## src/core/ser_pkg.sv

```systemverilog
/*
  constants, types and helper functions of the status and event reporting bank.
  assumes one system clock at 250 MHz and a command decoder outside that turns
  the text commands of each interface instance into single-cycle operations.
*/
// Operation
// - separate register set per interface instance
// - limit events latch trip and regulation bits
// - limit summary when event meets enable
// - limit events read-clear, limit enable read/write
// - standard event bit layout, bits 6,1 zero
// - command error sets bit, resets parser
// - verify timeout sets standard event bit
// - standard event read-clear, power-up value 128
// - event summary bit from events and enable
// - execution error holds last error code
// - execution error read-clear, zero at power-up
// - nonzero execution code sets event bit 4
// - master summary from status byte and enable
// - status query gives summary, poll clears request
// - message available until terminator sent
// - status byte limit bits, bits 7,3 zero
// - parallel poll status from byte and enable
// - poll line configured, released, passive pull-up
// - unterminated talk sets query error code 3
// - deadlock sets code 2, discards response
// - interrupted response sets code 1, discards
// - denied command sets bit 4, code 200
// - clear status clears error registers
`default_nettype none
package ser_pkg;
  // sizing
  localparam int NUM_INST = 6;
  localparam int NUM_OUT = 3;
  localparam int VFY_CNT_W = 31;
  localparam logic [2:0] GPIB_INST = 3'h0;
  // verify timing: 5 s at the system clock rate
  localparam longint unsigned CLK_HZ = 64'd250000000;
  localparam longint unsigned VERIFY_TIMEOUT_S = 64'd5;
  localparam int unsigned VERIFY_CYCLES_DEF = 32'(VERIFY_TIMEOUT_S * CLK_HZ);
  // standard event bit positions
  localparam int ESR_POWER_ON = 7;
  localparam int ESR_CMD_ERR = 5;
  localparam int ESR_EXEC_ERR = 4;
  localparam int ESR_VERIFY = 3;
  localparam int ESR_QUERY_ERR = 2;
  localparam int ESR_OP_DONE = 0;
  // status byte bit positions
  localparam int STB_MSS = 6;
  localparam int STB_ESB = 5;
  localparam int STB_MAV = 4;
  // reset values and masks
  localparam logic [7:0] ESR_RESET = 8'h80;
  localparam logic [7:0] MASK_RESET = 8'h00;
  localparam logic [7:0] LIM_VALID_MASK = 8'h4F;
  localparam logic [7:0] SRE_USED_MASK = 8'hBF;
  // execution and query error codes
  localparam logic [7:0] EER_NONE = 8'h00;
  localparam logic [7:0] EER_RECALL_EMPTY = 8'h66;
  localparam logic [7:0] EER_INVALID = 8'h67;
  localparam logic [7:0] EER_ACCESS_DENIED = 8'hC8;
  localparam logic [7:0] QER_INTERRUPTED = 8'h01;
  localparam logic [7:0] QER_DEADLOCK = 8'h02;
  localparam logic [7:0] QER_UNTERMINATED = 8'h03;
  // parallel poll configure byte layout
  localparam int PP_SENSE_BIT = 3;

  typedef enum logic [4:0] {
    OP_NONE = 5'h00,
    OP_RD_LIM_EVT = 5'h01,
    OP_WR_LIM_MASK = 5'h02,
    OP_RD_LIM_MASK = 5'h03,
    OP_RD_ESR = 5'h04,
    OP_WR_ESE = 5'h05,
    OP_RD_ESE = 5'h06,
    OP_RD_EER = 5'h07,
    OP_RD_QER = 5'h08,
    OP_RD_STB = 5'h09,
    OP_WR_SRE = 5'h0A,
    OP_RD_SRE = 5'h0B,
    OP_WR_PRE = 5'h0C,
    OP_RD_PRE = 5'h0D,
    OP_RD_IST = 5'h0E,
    OP_CLEAR = 5'h0F,
    OP_OPC = 5'h10,
    OP_POLL = 5'h11,
    OP_PP_CONFIG = 5'h12,
    OP_PP_UNCONFIG = 5'h13
  } ser_op_e;

  typedef struct packed {
    logic [NUM_OUT-1:0][7:0] lsr;
    logic [NUM_OUT-1:0][7:0] lse;
    logic [7:0] standard_event_status;
    logic [7:0] standard_event_mask;
    logic [7:0] execution_error_code;
    logic [7:0] query_error_code;
    logic [7:0] service_request_mask;
    logic [7:0] pre;
    logic mav;
    logic mss_q;
    logic rqs;
  } ser_inst_s;

  // status byte with master summary, combinational from the stored registers
  function automatic logic [7:0] ser_stb(input ser_inst_s r);
    logic [7:0] s;
    logic [NUM_OUT-1:0] lim;
    s = 8'h00;
    for (int o = 0; o < NUM_OUT; o++) begin
      lim[o] = |(r.lsr[o] & r.lse[o]);
    end
    s[NUM_OUT-1:0] = lim;
    s[STB_MAV] = r.mav;
    s[STB_ESB] = |(r.standard_event_status & r.standard_event_mask);
    s[STB_MSS] = |(s & r.service_request_mask & SRE_USED_MASK);
    return s;
  endfunction

  // parallel poll status message of one instance
  function automatic logic ser_ist(input ser_inst_s r);
    return |(ser_stb(r) & r.pre);
  endfunction
endpackage
`default_nettype wire

```

## src/core/ser_status_bank.sv

```systemverilog
/*
  status and event reporting bank: one register set per interface instance,
  status byte, service request, parallel poll status and poll line drive.
  assumes a command decoder that issues one operation per cycle, an event
  source that tags each event with its instance, and a bus transceiver that
  resolves the poll lines from dio_oe with pull-ups.
*/
`default_nettype none
module ser_status_bank #(
  parameter int unsigned VERIFY_CYCLES = ser_pkg::VERIFY_CYCLES_DEF
) (
  // clock and reset
  input wire logic clk,
  input wire logic rst,
  // register operations from the command decoder
  input wire logic cmd_valid,
  input wire logic [2:0] cmd_inst,
  input wire ser_pkg::ser_op_e cmd_op,
  input wire logic [1:0] cmd_idx,
  input wire logic [7:0] cmd_data,
  // query answers
  output logic rsp_valid,
  output logic [7:0] rsp_data,
  // output limit event pulses, shared by all instances
  input wire logic [ser_pkg::NUM_OUT-1:0][7:0] lim_evt,
  // instance-tagged events from parser, formatter and queues
  input wire logic [2:0] evt_inst,
  input wire logic evt_cmd_error,
  input wire logic evt_exec_wr,
  input wire logic [7:0] evt_exec_code,
  input wire logic evt_access_denied,
  input wire logic evt_verify_start,
  input wire logic evt_verify_reached,
  input wire logic evt_talk_addressed,
  input wire logic evt_formatter_idle,
  input wire logic evt_queue_empty,
  input wire logic evt_queue_full,
  input wire logic evt_terminator,
  input wire logic evt_multi_end,
  input wire logic evt_rsp_ready,
  input wire logic evt_rsp_done,
  // parser and formatter control per instance
  output logic [ser_pkg::NUM_INST-1:0] parser_reset,
  output logic [ser_pkg::NUM_INST-1:0] discard_rsp,
  // service request and parallel poll of the bus instance
  output logic srq,
  output logic ist,
  input wire logic pp_active,
  output logic [7:0] dio_out,
  output logic [7:0] dio_oe
);
  import ser_pkg::*;

  typedef struct packed {
    ser_inst_s [NUM_INST-1:0] inst;
    logic rsp_valid;
    logic [7:0] rsp_data;
    logic [NUM_INST-1:0] parser_reset;
    logic [NUM_INST-1:0] discard;
    logic srq;
    logic ist;
    logic pp_cfg;
    logic [2:0] pp_line;
    logic pp_sense;
    logic [7:0] dio_out;
    logic [7:0] dio_oe;
  } ser_top_s;

  ser_top_s st;
  ser_top_s next_st;
  logic [NUM_INST-1:0] vfy_to;
  logic [NUM_INST-1:0][7:0] esr_set;
  logic [7:0] stb0;
  logic ist0;

  // one verify timer per instance
  for (genvar g = 0; g < NUM_INST; g++) begin : g_vfy
    ser_verify_timer #(
      .CYCLES(VERIFY_CYCLES)
    ) u_vfy (
      .clk(clk),
      .rst(rst),
      .start(evt_verify_start && evt_inst == 3'(g)),
      .reached(evt_verify_reached && evt_inst == 3'(g)),
      .timeout(vfy_to[g])
    );
  end

  // register update of every instance, then answer and poll drive
  always_comb begin
    logic hit;
    logic ev;
    logic clr;
    logic unterm;
    logic dead;
    logic intr;
    logic exec_set;
    logic mss;
    logic [7:0] set;
    ser_inst_s sel;
    logic [7:0] sel_stb;
    hit = 1'b0;
    ev = 1'b0;
    clr = 1'b0;
    unterm = 1'b0;
    dead = 1'b0;
    intr = 1'b0;
    exec_set = 1'b0;
    mss = 1'b0;
    set = 8'h00;
    sel = '0;
    sel_stb = 8'h00;
    next_st = st;
    next_st.rsp_valid = 1'b0;
    next_st.rsp_data = 8'h00;
    next_st.parser_reset = '0;
    next_st.discard = '0;
    next_st.dio_out = 8'h00;
    esr_set = '0;
    for (int i = 0; i < NUM_INST; i++) begin
      // each instance sees only its own operations and tagged events; limit events reach every instance
      hit = cmd_valid && cmd_inst == 3'(i);
      ev = evt_inst == 3'(i);
      clr = hit && cmd_op == OP_CLEAR;
      // limit events latch, read clears, the event wins over the clear
      for (int o = 0; o < NUM_OUT; o++) begin
        if ((hit && cmd_op == OP_RD_LIM_EVT && cmd_idx == 2'(o)) || clr) begin
          next_st.inst[i].lsr[o] = 8'h00;
        end
        next_st.inst[i].lsr[o] = next_st.inst[i].lsr[o] | (lim_evt[o] & LIM_VALID_MASK);
        if (hit && cmd_op == OP_WR_LIM_MASK && cmd_idx == 2'(o)) begin
          next_st.inst[i].lse[o] = cmd_data;
        end
      end
      // query error conditions
      unterm = ev && evt_talk_addressed && evt_formatter_idle && evt_queue_empty;
      dead = ev && evt_queue_full && st.inst[i].mav;
      intr = ev && (evt_terminator || evt_multi_end) && st.inst[i].mav;
      exec_set = ev && ((evt_exec_wr && evt_exec_code != EER_NONE) || evt_access_denied);
      // standard event sources; bits 6 and 1 never set
      set = 8'h00;
      set[ESR_CMD_ERR] = ev && evt_cmd_error;
      set[ESR_EXEC_ERR] = exec_set;
      set[ESR_VERIFY] = vfy_to[i];
      set[ESR_QUERY_ERR] = unterm || dead || intr;
      set[ESR_OP_DONE] = hit && cmd_op == OP_OPC;
      esr_set[i] = set;
      if ((hit && cmd_op == OP_RD_ESR) || clr) begin
        next_st.inst[i].standard_event_status = 8'h00;
      end
      next_st.inst[i].standard_event_status = next_st.inst[i].standard_event_status | set;
      // execution error code, cleared on read, newest code kept
      if ((hit && cmd_op == OP_RD_EER) || clr) begin
        next_st.inst[i].execution_error_code = EER_NONE;
      end
      if (ev && evt_exec_wr) begin
        next_st.inst[i].execution_error_code = evt_exec_code;
      end
      if (ev && evt_access_denied) begin
        next_st.inst[i].execution_error_code = EER_ACCESS_DENIED;
      end
      // query error code, most severe condition wins
      if ((hit && cmd_op == OP_RD_QER) || clr) begin
        next_st.inst[i].query_error_code = 8'h00;
      end
      if (intr) begin
        next_st.inst[i].query_error_code = QER_INTERRUPTED;
      end
      if (dead) begin
        next_st.inst[i].query_error_code = QER_DEADLOCK;
      end
      if (unterm) begin
        next_st.inst[i].query_error_code = QER_UNTERMINATED;
      end
      // enable registers
      if (hit && cmd_op == OP_WR_ESE) begin
        next_st.inst[i].standard_event_mask = cmd_data;
      end
      if (hit && cmd_op == OP_WR_SRE) begin
        next_st.inst[i].service_request_mask = cmd_data;
      end
      if (hit && cmd_op == OP_WR_PRE) begin
        next_st.inst[i].pre = cmd_data;
      end
      // message available: ready sets, terminator sent or discard clears
      if ((ev && evt_rsp_done) || dead || intr) begin
        next_st.inst[i].mav = 1'b0;
      end
      if (ev && evt_rsp_ready) begin
        next_st.inst[i].mav = 1'b1;
      end
      // request service: new summary sets, serial poll clears
      mss = |(ser_stb(st.inst[i]) & st.inst[i].service_request_mask & SRE_USED_MASK);
      next_st.inst[i].mss_q = mss;
      if (hit && cmd_op == OP_POLL) begin
        next_st.inst[i].rqs = 1'b0;
      end
      if (mss && !st.inst[i].mss_q) begin
        next_st.inst[i].rqs = 1'b1;
      end
      next_st.parser_reset[i] = unterm || (ev && evt_cmd_error);
      next_st.discard[i] = dead || intr;
    end
    // answer to a query of the addressed instance
    if (cmd_inst < 3'(NUM_INST)) begin
      sel = st.inst[cmd_inst];
    end
    sel_stb = ser_stb(sel);
    if (cmd_valid) begin
      next_st.rsp_valid = 1'b1;
      case (cmd_op)
        OP_RD_LIM_EVT: next_st.rsp_data = (cmd_idx < 2'(NUM_OUT)) ? sel.lsr[cmd_idx] : 8'h00;
        OP_RD_LIM_MASK: next_st.rsp_data = (cmd_idx < 2'(NUM_OUT)) ? sel.lse[cmd_idx] : 8'h00;
        OP_RD_ESR: next_st.rsp_data = sel.standard_event_status;
        OP_RD_ESE: next_st.rsp_data = sel.standard_event_mask;
        OP_RD_EER: next_st.rsp_data = sel.execution_error_code;
        OP_RD_QER: next_st.rsp_data = sel.query_error_code;
        OP_RD_STB: next_st.rsp_data = sel_stb;
        OP_RD_SRE: next_st.rsp_data = sel.service_request_mask;
        OP_RD_PRE: next_st.rsp_data = sel.pre;
        OP_RD_IST: next_st.rsp_data = {7'h00, ser_ist(sel)};
        OP_POLL: next_st.rsp_data = {sel_stb[7], sel.rqs, sel_stb[5:0]};
        default: next_st.rsp_valid = 1'b0;
      endcase
    end
    // parallel poll configuration of the bus instance
    if (cmd_valid && cmd_inst == GPIB_INST && cmd_op == OP_PP_CONFIG) begin
      next_st.pp_cfg = 1'b1;
      next_st.pp_line = cmd_data[2:0];
      next_st.pp_sense = cmd_data[PP_SENSE_BIT];
    end
    if (cmd_valid && cmd_inst == GPIB_INST && cmd_op == OP_PP_UNCONFIG) begin
      next_st.pp_cfg = 1'b0;
    end
    next_st.srq = st.inst[GPIB_INST].rqs;
    next_st.ist = ser_ist(st.inst[GPIB_INST]);
    // pull the selected line low only when asserting, else leave it to pull-up
    next_st.dio_oe = 8'h00;
    if (st.pp_cfg && pp_active && (st.ist == st.pp_sense)) begin
      next_st.dio_oe[st.pp_line] = 1'b1;
    end
  end

  // state register; every instance powers up with the power-on event set
  always_ff @(posedge clk or posedge rst) begin
    if (rst) begin
      st <= '0;
      for (int i = 0; i < NUM_INST; i++) begin
        st.inst[i].standard_event_status <= ESR_RESET;
        st.inst[i].standard_event_mask <= MASK_RESET;
      end
    end else begin
      st <= next_st;
    end
  end

  // outputs straight from the state register
  assign rsp_valid = st.rsp_valid;
  assign rsp_data = st.rsp_data;
  assign parser_reset = st.parser_reset;
  assign discard_rsp = st.discard;
  assign srq = st.srq;
  assign ist = st.ist;
  assign dio_out = st.dio_out;
  assign dio_oe = st.dio_oe;

  // observation helpers for instance 0
  assign stb0 = ser_stb(st.inst[0]);
  assign ist0 = ser_ist(st.inst[0]);
endmodule
`default_nettype wire

```

## src/core/ser_verify_timer.sv

```systemverilog
/*
  verify timer of one interface instance: times a verified setting and pulses
  on expiry.
  assumes start and reached are single-cycle pulses from the settings logic.
*/
`default_nettype none
module ser_verify_timer #(
  parameter int unsigned CYCLES = ser_pkg::VERIFY_CYCLES_DEF
) (
  // clock and reset
  input wire logic clk,
  input wire logic rst,
  // verify request and completion
  input wire logic start,
  input wire logic reached,
  // expiry pulse
  output logic timeout
);
  import ser_pkg::*;

  typedef struct packed {
    logic busy;
    logic [VFY_CNT_W-1:0] cnt;
    logic timeout;
  } ser_vfy_s;

  ser_vfy_s st;
  ser_vfy_s next_st;

  // counts while a verified setting waits for its target
  always_comb begin
    next_st = st;
    next_st.timeout = 1'b0;
    if (st.busy) begin
      next_st.cnt = st.cnt + 1'b1;
      if (st.cnt == VFY_CNT_W'(CYCLES - 1)) begin
        next_st.timeout = 1'b1;
        next_st.busy = 1'b0;
      end
    end
    if (reached) begin
      next_st.busy = 1'b0;
      next_st.timeout = 1'b0;
    end
    if (start) begin
      next_st.busy = 1'b1;
      next_st.cnt = '0;
    end
  end

  // state register
  always_ff @(posedge clk or posedge rst) begin
    if (rst) begin
      st <= '0;
    end else begin
      st <= next_st;
    end
  end

  assign timeout = st.timeout;
endmodule
`default_nettype wire

```

## config.mk

```make
export PLATFORM = sky130hd
export DESIGN_NAME = ser_status_bank
export DESIGN_NICKNAME = d
export VERILOG_FILES = /design/src/core/ser_pkg.sv /design/src/core/ser_status_bank.sv /design/src/core/ser_verify_timer.sv
export SDC_FILE = /design/constraint.sdc
export NUM_CORES = 2
export LEC_CHECK = 0
export ABC_AREA = 1
export BUFFER_PORTS_ARGS = -buffer_cell sky130_fd_sc_hd__buf_2
export CORE_MARGIN = 1.5
export CORE_UTILIZATION = 43
export CTS_CLUSTER_DIAMETER = 150
export CTS_CLUSTER_SIZE = 8
export DETAILED_ROUTE_END_ITERATION = 8
export GPL_ROUTABILITY_DRIVEN = 0
export PLACE_DENSITY_LB_ADDON = 0.3
export SLEW_MARGIN = 20
export SYNTH_ARGS = -nofsm -noshare
export SYNTH_HDL_FRONTEND = slang
export SYNTH_HIERARCHICAL = 1
export SYNTH_SLANG_ARGS = --single-unit
```

## constraint.sdc

```tcl
create_clock -name clk -period 39.7 [get_ports clk]
set_input_delay 3.97 -clock clk [delete_from_list [all_inputs] [get_ports clk]]
set_output_delay 3.97 -clock clk [all_outputs]
set_load 0.05 [all_outputs]
```

# After elaboration in Yosys (flattened, before gate mapping)
# Cells that the tools add are included.
# op_classes
n_addsub,6
magnitude_cmp,6
eq_ne,38
muxes,143
bitwise,67
reduce_logical,369
# ops
operator,count
$mux W8,71
$bmux W99 S3,1
$reduce_or A8 Y1,30
$and A8 B8 Y8,28
$logic_and A1 B1 Y1,210
$mux W33,6
$mux W99,2
$mux W32,6
$add A31 B1 Y31 const B,6
$eq A31 B31 Y1 const B,6
$or A8 B7 Y8,18
$reduce_or A7 Y1,13
$pmux W8 S11,1
$logic_or A1 B1 Y1,74
$and A7 B8 Y8,8
$and A6 B8 Y8,7
$mux W1,51
$or A8 B6 Y8,6
$eq A5 B4 Y1 const B,8
$reduce_bool A2 Y1,19
$bmux W8 S2,2
$reduce_bool A4 Y1,6
$eq A5 B3 Y1 const B,4
$eq A5 B5 Y1 const B,4
22 further kinds,42
# totals
reg_bits,828
input_bits,70
output_inout_bits,39
word_cells,747

# Depth between registers and ports, before layout
# depth
ltp_word,11
mapped_depth,19

# Cells and area by module
# The synthesis kept the hierarchy.
# by_module_without_submodules
mod,instances,cells_per_inst,area_per_inst_um2
ser_status_bank,1,3194,25336.8
ser_verify_timer,6,298,1995.7

# Worst setup path before layout
# Ideal clock, no wire load.
# synth_timing
kind,input to register
start,input cmd_inst[1]
end,register st (netlist bit rsp_data[3])
arrival_ns,5.403
required_ns,39.568
path_slack_ns,34.165
path_stages,12
n_path_buf,4
cell_sequence,buf_4 nand2_1 inv_1 buf_4 buf_4 buf_2 nand2_1 nand3_1 o221ai_1 nand2_1 a221oi_1 a21oi_1
# synth_lines
element,line_no,rtl
from (decl),ser_status_bank.sv:17,"input wire logic [2:0] cmd_inst,"
to (signal assigned),ser_status_bank.sv:253,st <= next_st;
to (decl),ser_status_bank.sv:69,ser_top_s st;

==> summary.txt <==
CTS
  • Hold_buf cts: 0
  • H-tree levels: 3
  • Post-CTS Setup Repair Bufs: 0
  • Clock tree buffer depth: 3
  • TritonCTS buffer count: 100
  • Clk Tree Root Cell: sky130_fd_sc_hd__clkbuf_16
  • Number of sinks driven by the clock tree: 726
  • Clock insertion delay at the later pin of the skew report: around 0.67 ns
  • Clock Pin Slew Worst Setup and Hold Paths: approximately 0.05 ns
  • CTS tree: built
  • CTS resizes: 0

Floorplan
  • Die Area: 88500 µm²
  • Starting utilization of the core area: 43.6%
  • Placeable core region: 85500 µm²
  • Vert. Die Dim: 298 µm
  • Die width: ~300 µm
  • Count of pins on the block boundary: around 110
  • FP Rows: 107

Routing
  • Count of nets left with antenna violations after detail routing: 0
  • Via count: 34300
  • # DRC: 0
  • Total wire length: around 120 mm
  • Drt first-iter violations: 3915
  • WL/cell: 19.3 µm
  • DR vias/cell: 5.53
  • Number of iterations in the first detailed-routing pass: 7

Power and ir drop
  • Total power divided by cell area: ~43 nW/µm²
  • Lkg Pwr: 19.5 nW
  • Maximum vdd ir drop: 0.0351 mV
  • Total Power Consumption: 1.78 mW

Finish
  • Area taken by flip-flops and latches: approximately 18000 µm²
  • Fraction of layout instances using a drive strength above 1: under 10%
  • Fill cell count: about 8500
  • End-of-flow core utilization: between 40% and 50%
  • Total Nets Final: 5094
  • Relative area change from synthesis to final layout: 10.5%
  • Multi-input gate area: 16200 µm²
  • Post-route insts no fill: 6205

Min path
  • Path category of the worst min-delay check: flip-flop to flip-flop

Synth
  • Yosys reg bits: 726
  • Proportion of synthesized flip-flops having asynchronous set or reset: 100%
  • Synth Warn #: 6
  • Count of unique library cells instantiated by Yosys: between 50 and 60
  • Register area share after synthesis: 48.7%
  • Post-Syn Area per Cell: 7.49 µm²
  • Post-Synthesis Cell Area: between 30000 and 40000 µm²
  • Gate count of the mapped netlist: 4982
  • EDFF count, synth: 0
  • Top_reg_cell synth: sky130_fd_sc_hd__dfrtp_1

Timing
  • Slew margin rel.: 23.9%
  • Worst-Margin Slew: between 1 and 1.5 ns
  • Summed negative setup slack over all endpoints: 0 ns
  • Minimum clock period: between 8 and 9 ns
  • RSZ-0062 raised after global routing: no
  • Clock Skews: 0.0241 ns
  • Number of max-slew violations in the final report: 0
  • Total of endpoints with negative setup slack in the final report: 0
  • Period utilisation layout: 20.6%
  • FMAX: 122 MHz
  • Final Hold Violating Endpoints: 0

Run
  • Number of maximum-capacitance violations: 0

Global routing
  • Number of global-route vias before repair: between 30000 and 40000
  • Total global routing track utilization: approximately a quarter
  • Total global routing overflow: 0
  • Largest net degree at the start of global routing: 167
  • Wire length of the first global-routing pass: about 190 mm
  • Antenna violations before repair: 8

Place
  • Number of port buffers: 91
  • Detailed Place HPWL: 81.4 mm
  • Number of placed instances with taps included: 6060

Setup path
  • Crit path kind: input port to flip-flop
  • Critical path data required time: 40.16 ns
  • Category of the worst setup path launch point: input port
  • Endpoint class of the critical path: flip-flop
  • Critical path fanouts, max: 50
  • Worst path arrival time: 8.64 ns

Status
  • Outcome: finished clean
worst max-delay path, stage by stage:
cell and delay, ns:
sky130_fd_sc_hd__buf_2 0.08, sky130_fd_sc_hd__buf_4 0.34, sky130_fd_sc_hd__buf_4 0.56, sky130_fd_sc_hd__inv_2 0.42, sky130_fd_sc_hd__nand2_2 0.66, sky130_fd_sc_hd__buf_4 0.54
sky130_fd_sc_hd__o22ai_1 0.11, sky130_fd_sc_hd__o311ai_0 0.94, sky130_fd_sc_hd__o21ai_0 0.21, sky130_fd_sc_hd__a211oi_1 0.49, sky130_fd_sc_hd__a21oi_1 0.28
final cells by class:
class | instances | share of cell area (%)
inverter | 513 | 4.69
timing repair buffer | 132 | 1.88
tap | 1144 | 3.47
sequential | 726 | 44.1
multi-input combinational | 3545 | 39.2
antenna | 8 | 0.0486
clock inverter | 4 | 0.140
clock buffer | 133 | 6.45
layout by cell type (no fill, tap or decap), drive strengths merged, types with 6 or more instances in the layout:
master   instances
ha               6
conb             8
nand2         1464
buf            132
a21oi          164
nor4            10
or3              6
dfrtp          720
nor3            65
nand3b           6
a22o            21
nor3b            6
diode            8
inv            515
o21ai          564
a31oi            7
nand3          285
o2111ai          6
o21bai           7
a221oi          14
dfstp            6
o31ai            7
a211oi           8
clkbuf         133
o22ai           95
o211ai          18
a22oi           44
nor2           660
o221ai           6
nand4           43
final timing paths:
| kind | slack [ns] | endpoint | from | cells past startpoint |
|---|---|---|---|---|
| hold / removal | 0.44 | st[288] | g_vfy[2].u_vfy/timeout | 1 |
| setup reg to reg | 37.02 | rsp_data[4] | st[372] | 6 |
| setup / recovery | 31.52 | rsp_data[4] | cmd_inst[0] | 11 |
| hold reg to reg | 0.44 | st[288] | g_vfy[2].u_vfy/timeout | 1 |
| max in group asynchronous | 33.65 | st[393] | rst | 4 |
| min in group asynchronous | 3.41 | g_vfy[1].u_vfy/st[3] | rst | 2 |
where the power goes:
part           switching, mW  leakage, nW  total (mW)  internal, mW
registers             0.0385         9.29       0.826         0.787
logic                  0.128         8.92       0.179        0.0514
clock network          0.321         1.32       0.780         0.458
through the flow:
step / worst slack (ns) / hold WS, ns / area, µm²
after global placement: 31.25 / 0.423 / 38500
after CTS: 31.90 / 0.441 / 41200
after detailed placement: 31.23 / 0.429 / 38500
final: 31.52 / 0.445 / 41200
after global routing: 31.51 / 0.469 / 41200
after floorplan: 20.99 / 0.369 / 37300
Yosys cell counts (all sizes together) (7+ instances only):
master,instances,area (µm²)
nor4,10,75.1
a22oi,44,330
a31oi,7,43.8
nor2,660,2690
o21ai,564,2820
o21bai,7,52.6
a221oi,14,123
o211ai,18,135
inv,511,1920
nor3,65,335
a22o,21,184
buf,107,666
o31ai,7,52.6
nand2,1464,5560
nand3,285,1460
dfrtp,720,18000
a211oi,8,60.1
o22ai,95,594
clkbuf,98,428
nand4,43,269
a21oi,164,821
state kept, by name (all words and copies together) (netlist names):
name,count
srq,1
parser_reset,6
st,496
dio_oe,8
g_vfy.u_vfy/timeout,6
ist,1
discard_rsp,6
g_vfy.u_vfy/st,192
rsp_valid,1
next_st,1
rsp_data,8
layer usage:
layer	vias up	part of all wire, %	global-route usage [%]	wire length, µm
met4	0	4.9	12.6	5890
met1	16200	42	36.4	50500
li1	16200	-	-	-
met2	1529	44	41.3	53200
met5	-	0	0	0
met3	335	8.3	4.82	9920
cell families after synthesis:
group,share of synthesized area [%]
and+or+nand+nor,28.2
AOI/OAI and AO/OA,14.7
DFF,48.7
buffers and inverters,8.09
adders and majority gates,0.201
other,0.0101
(Power assumes the default switching activity.)
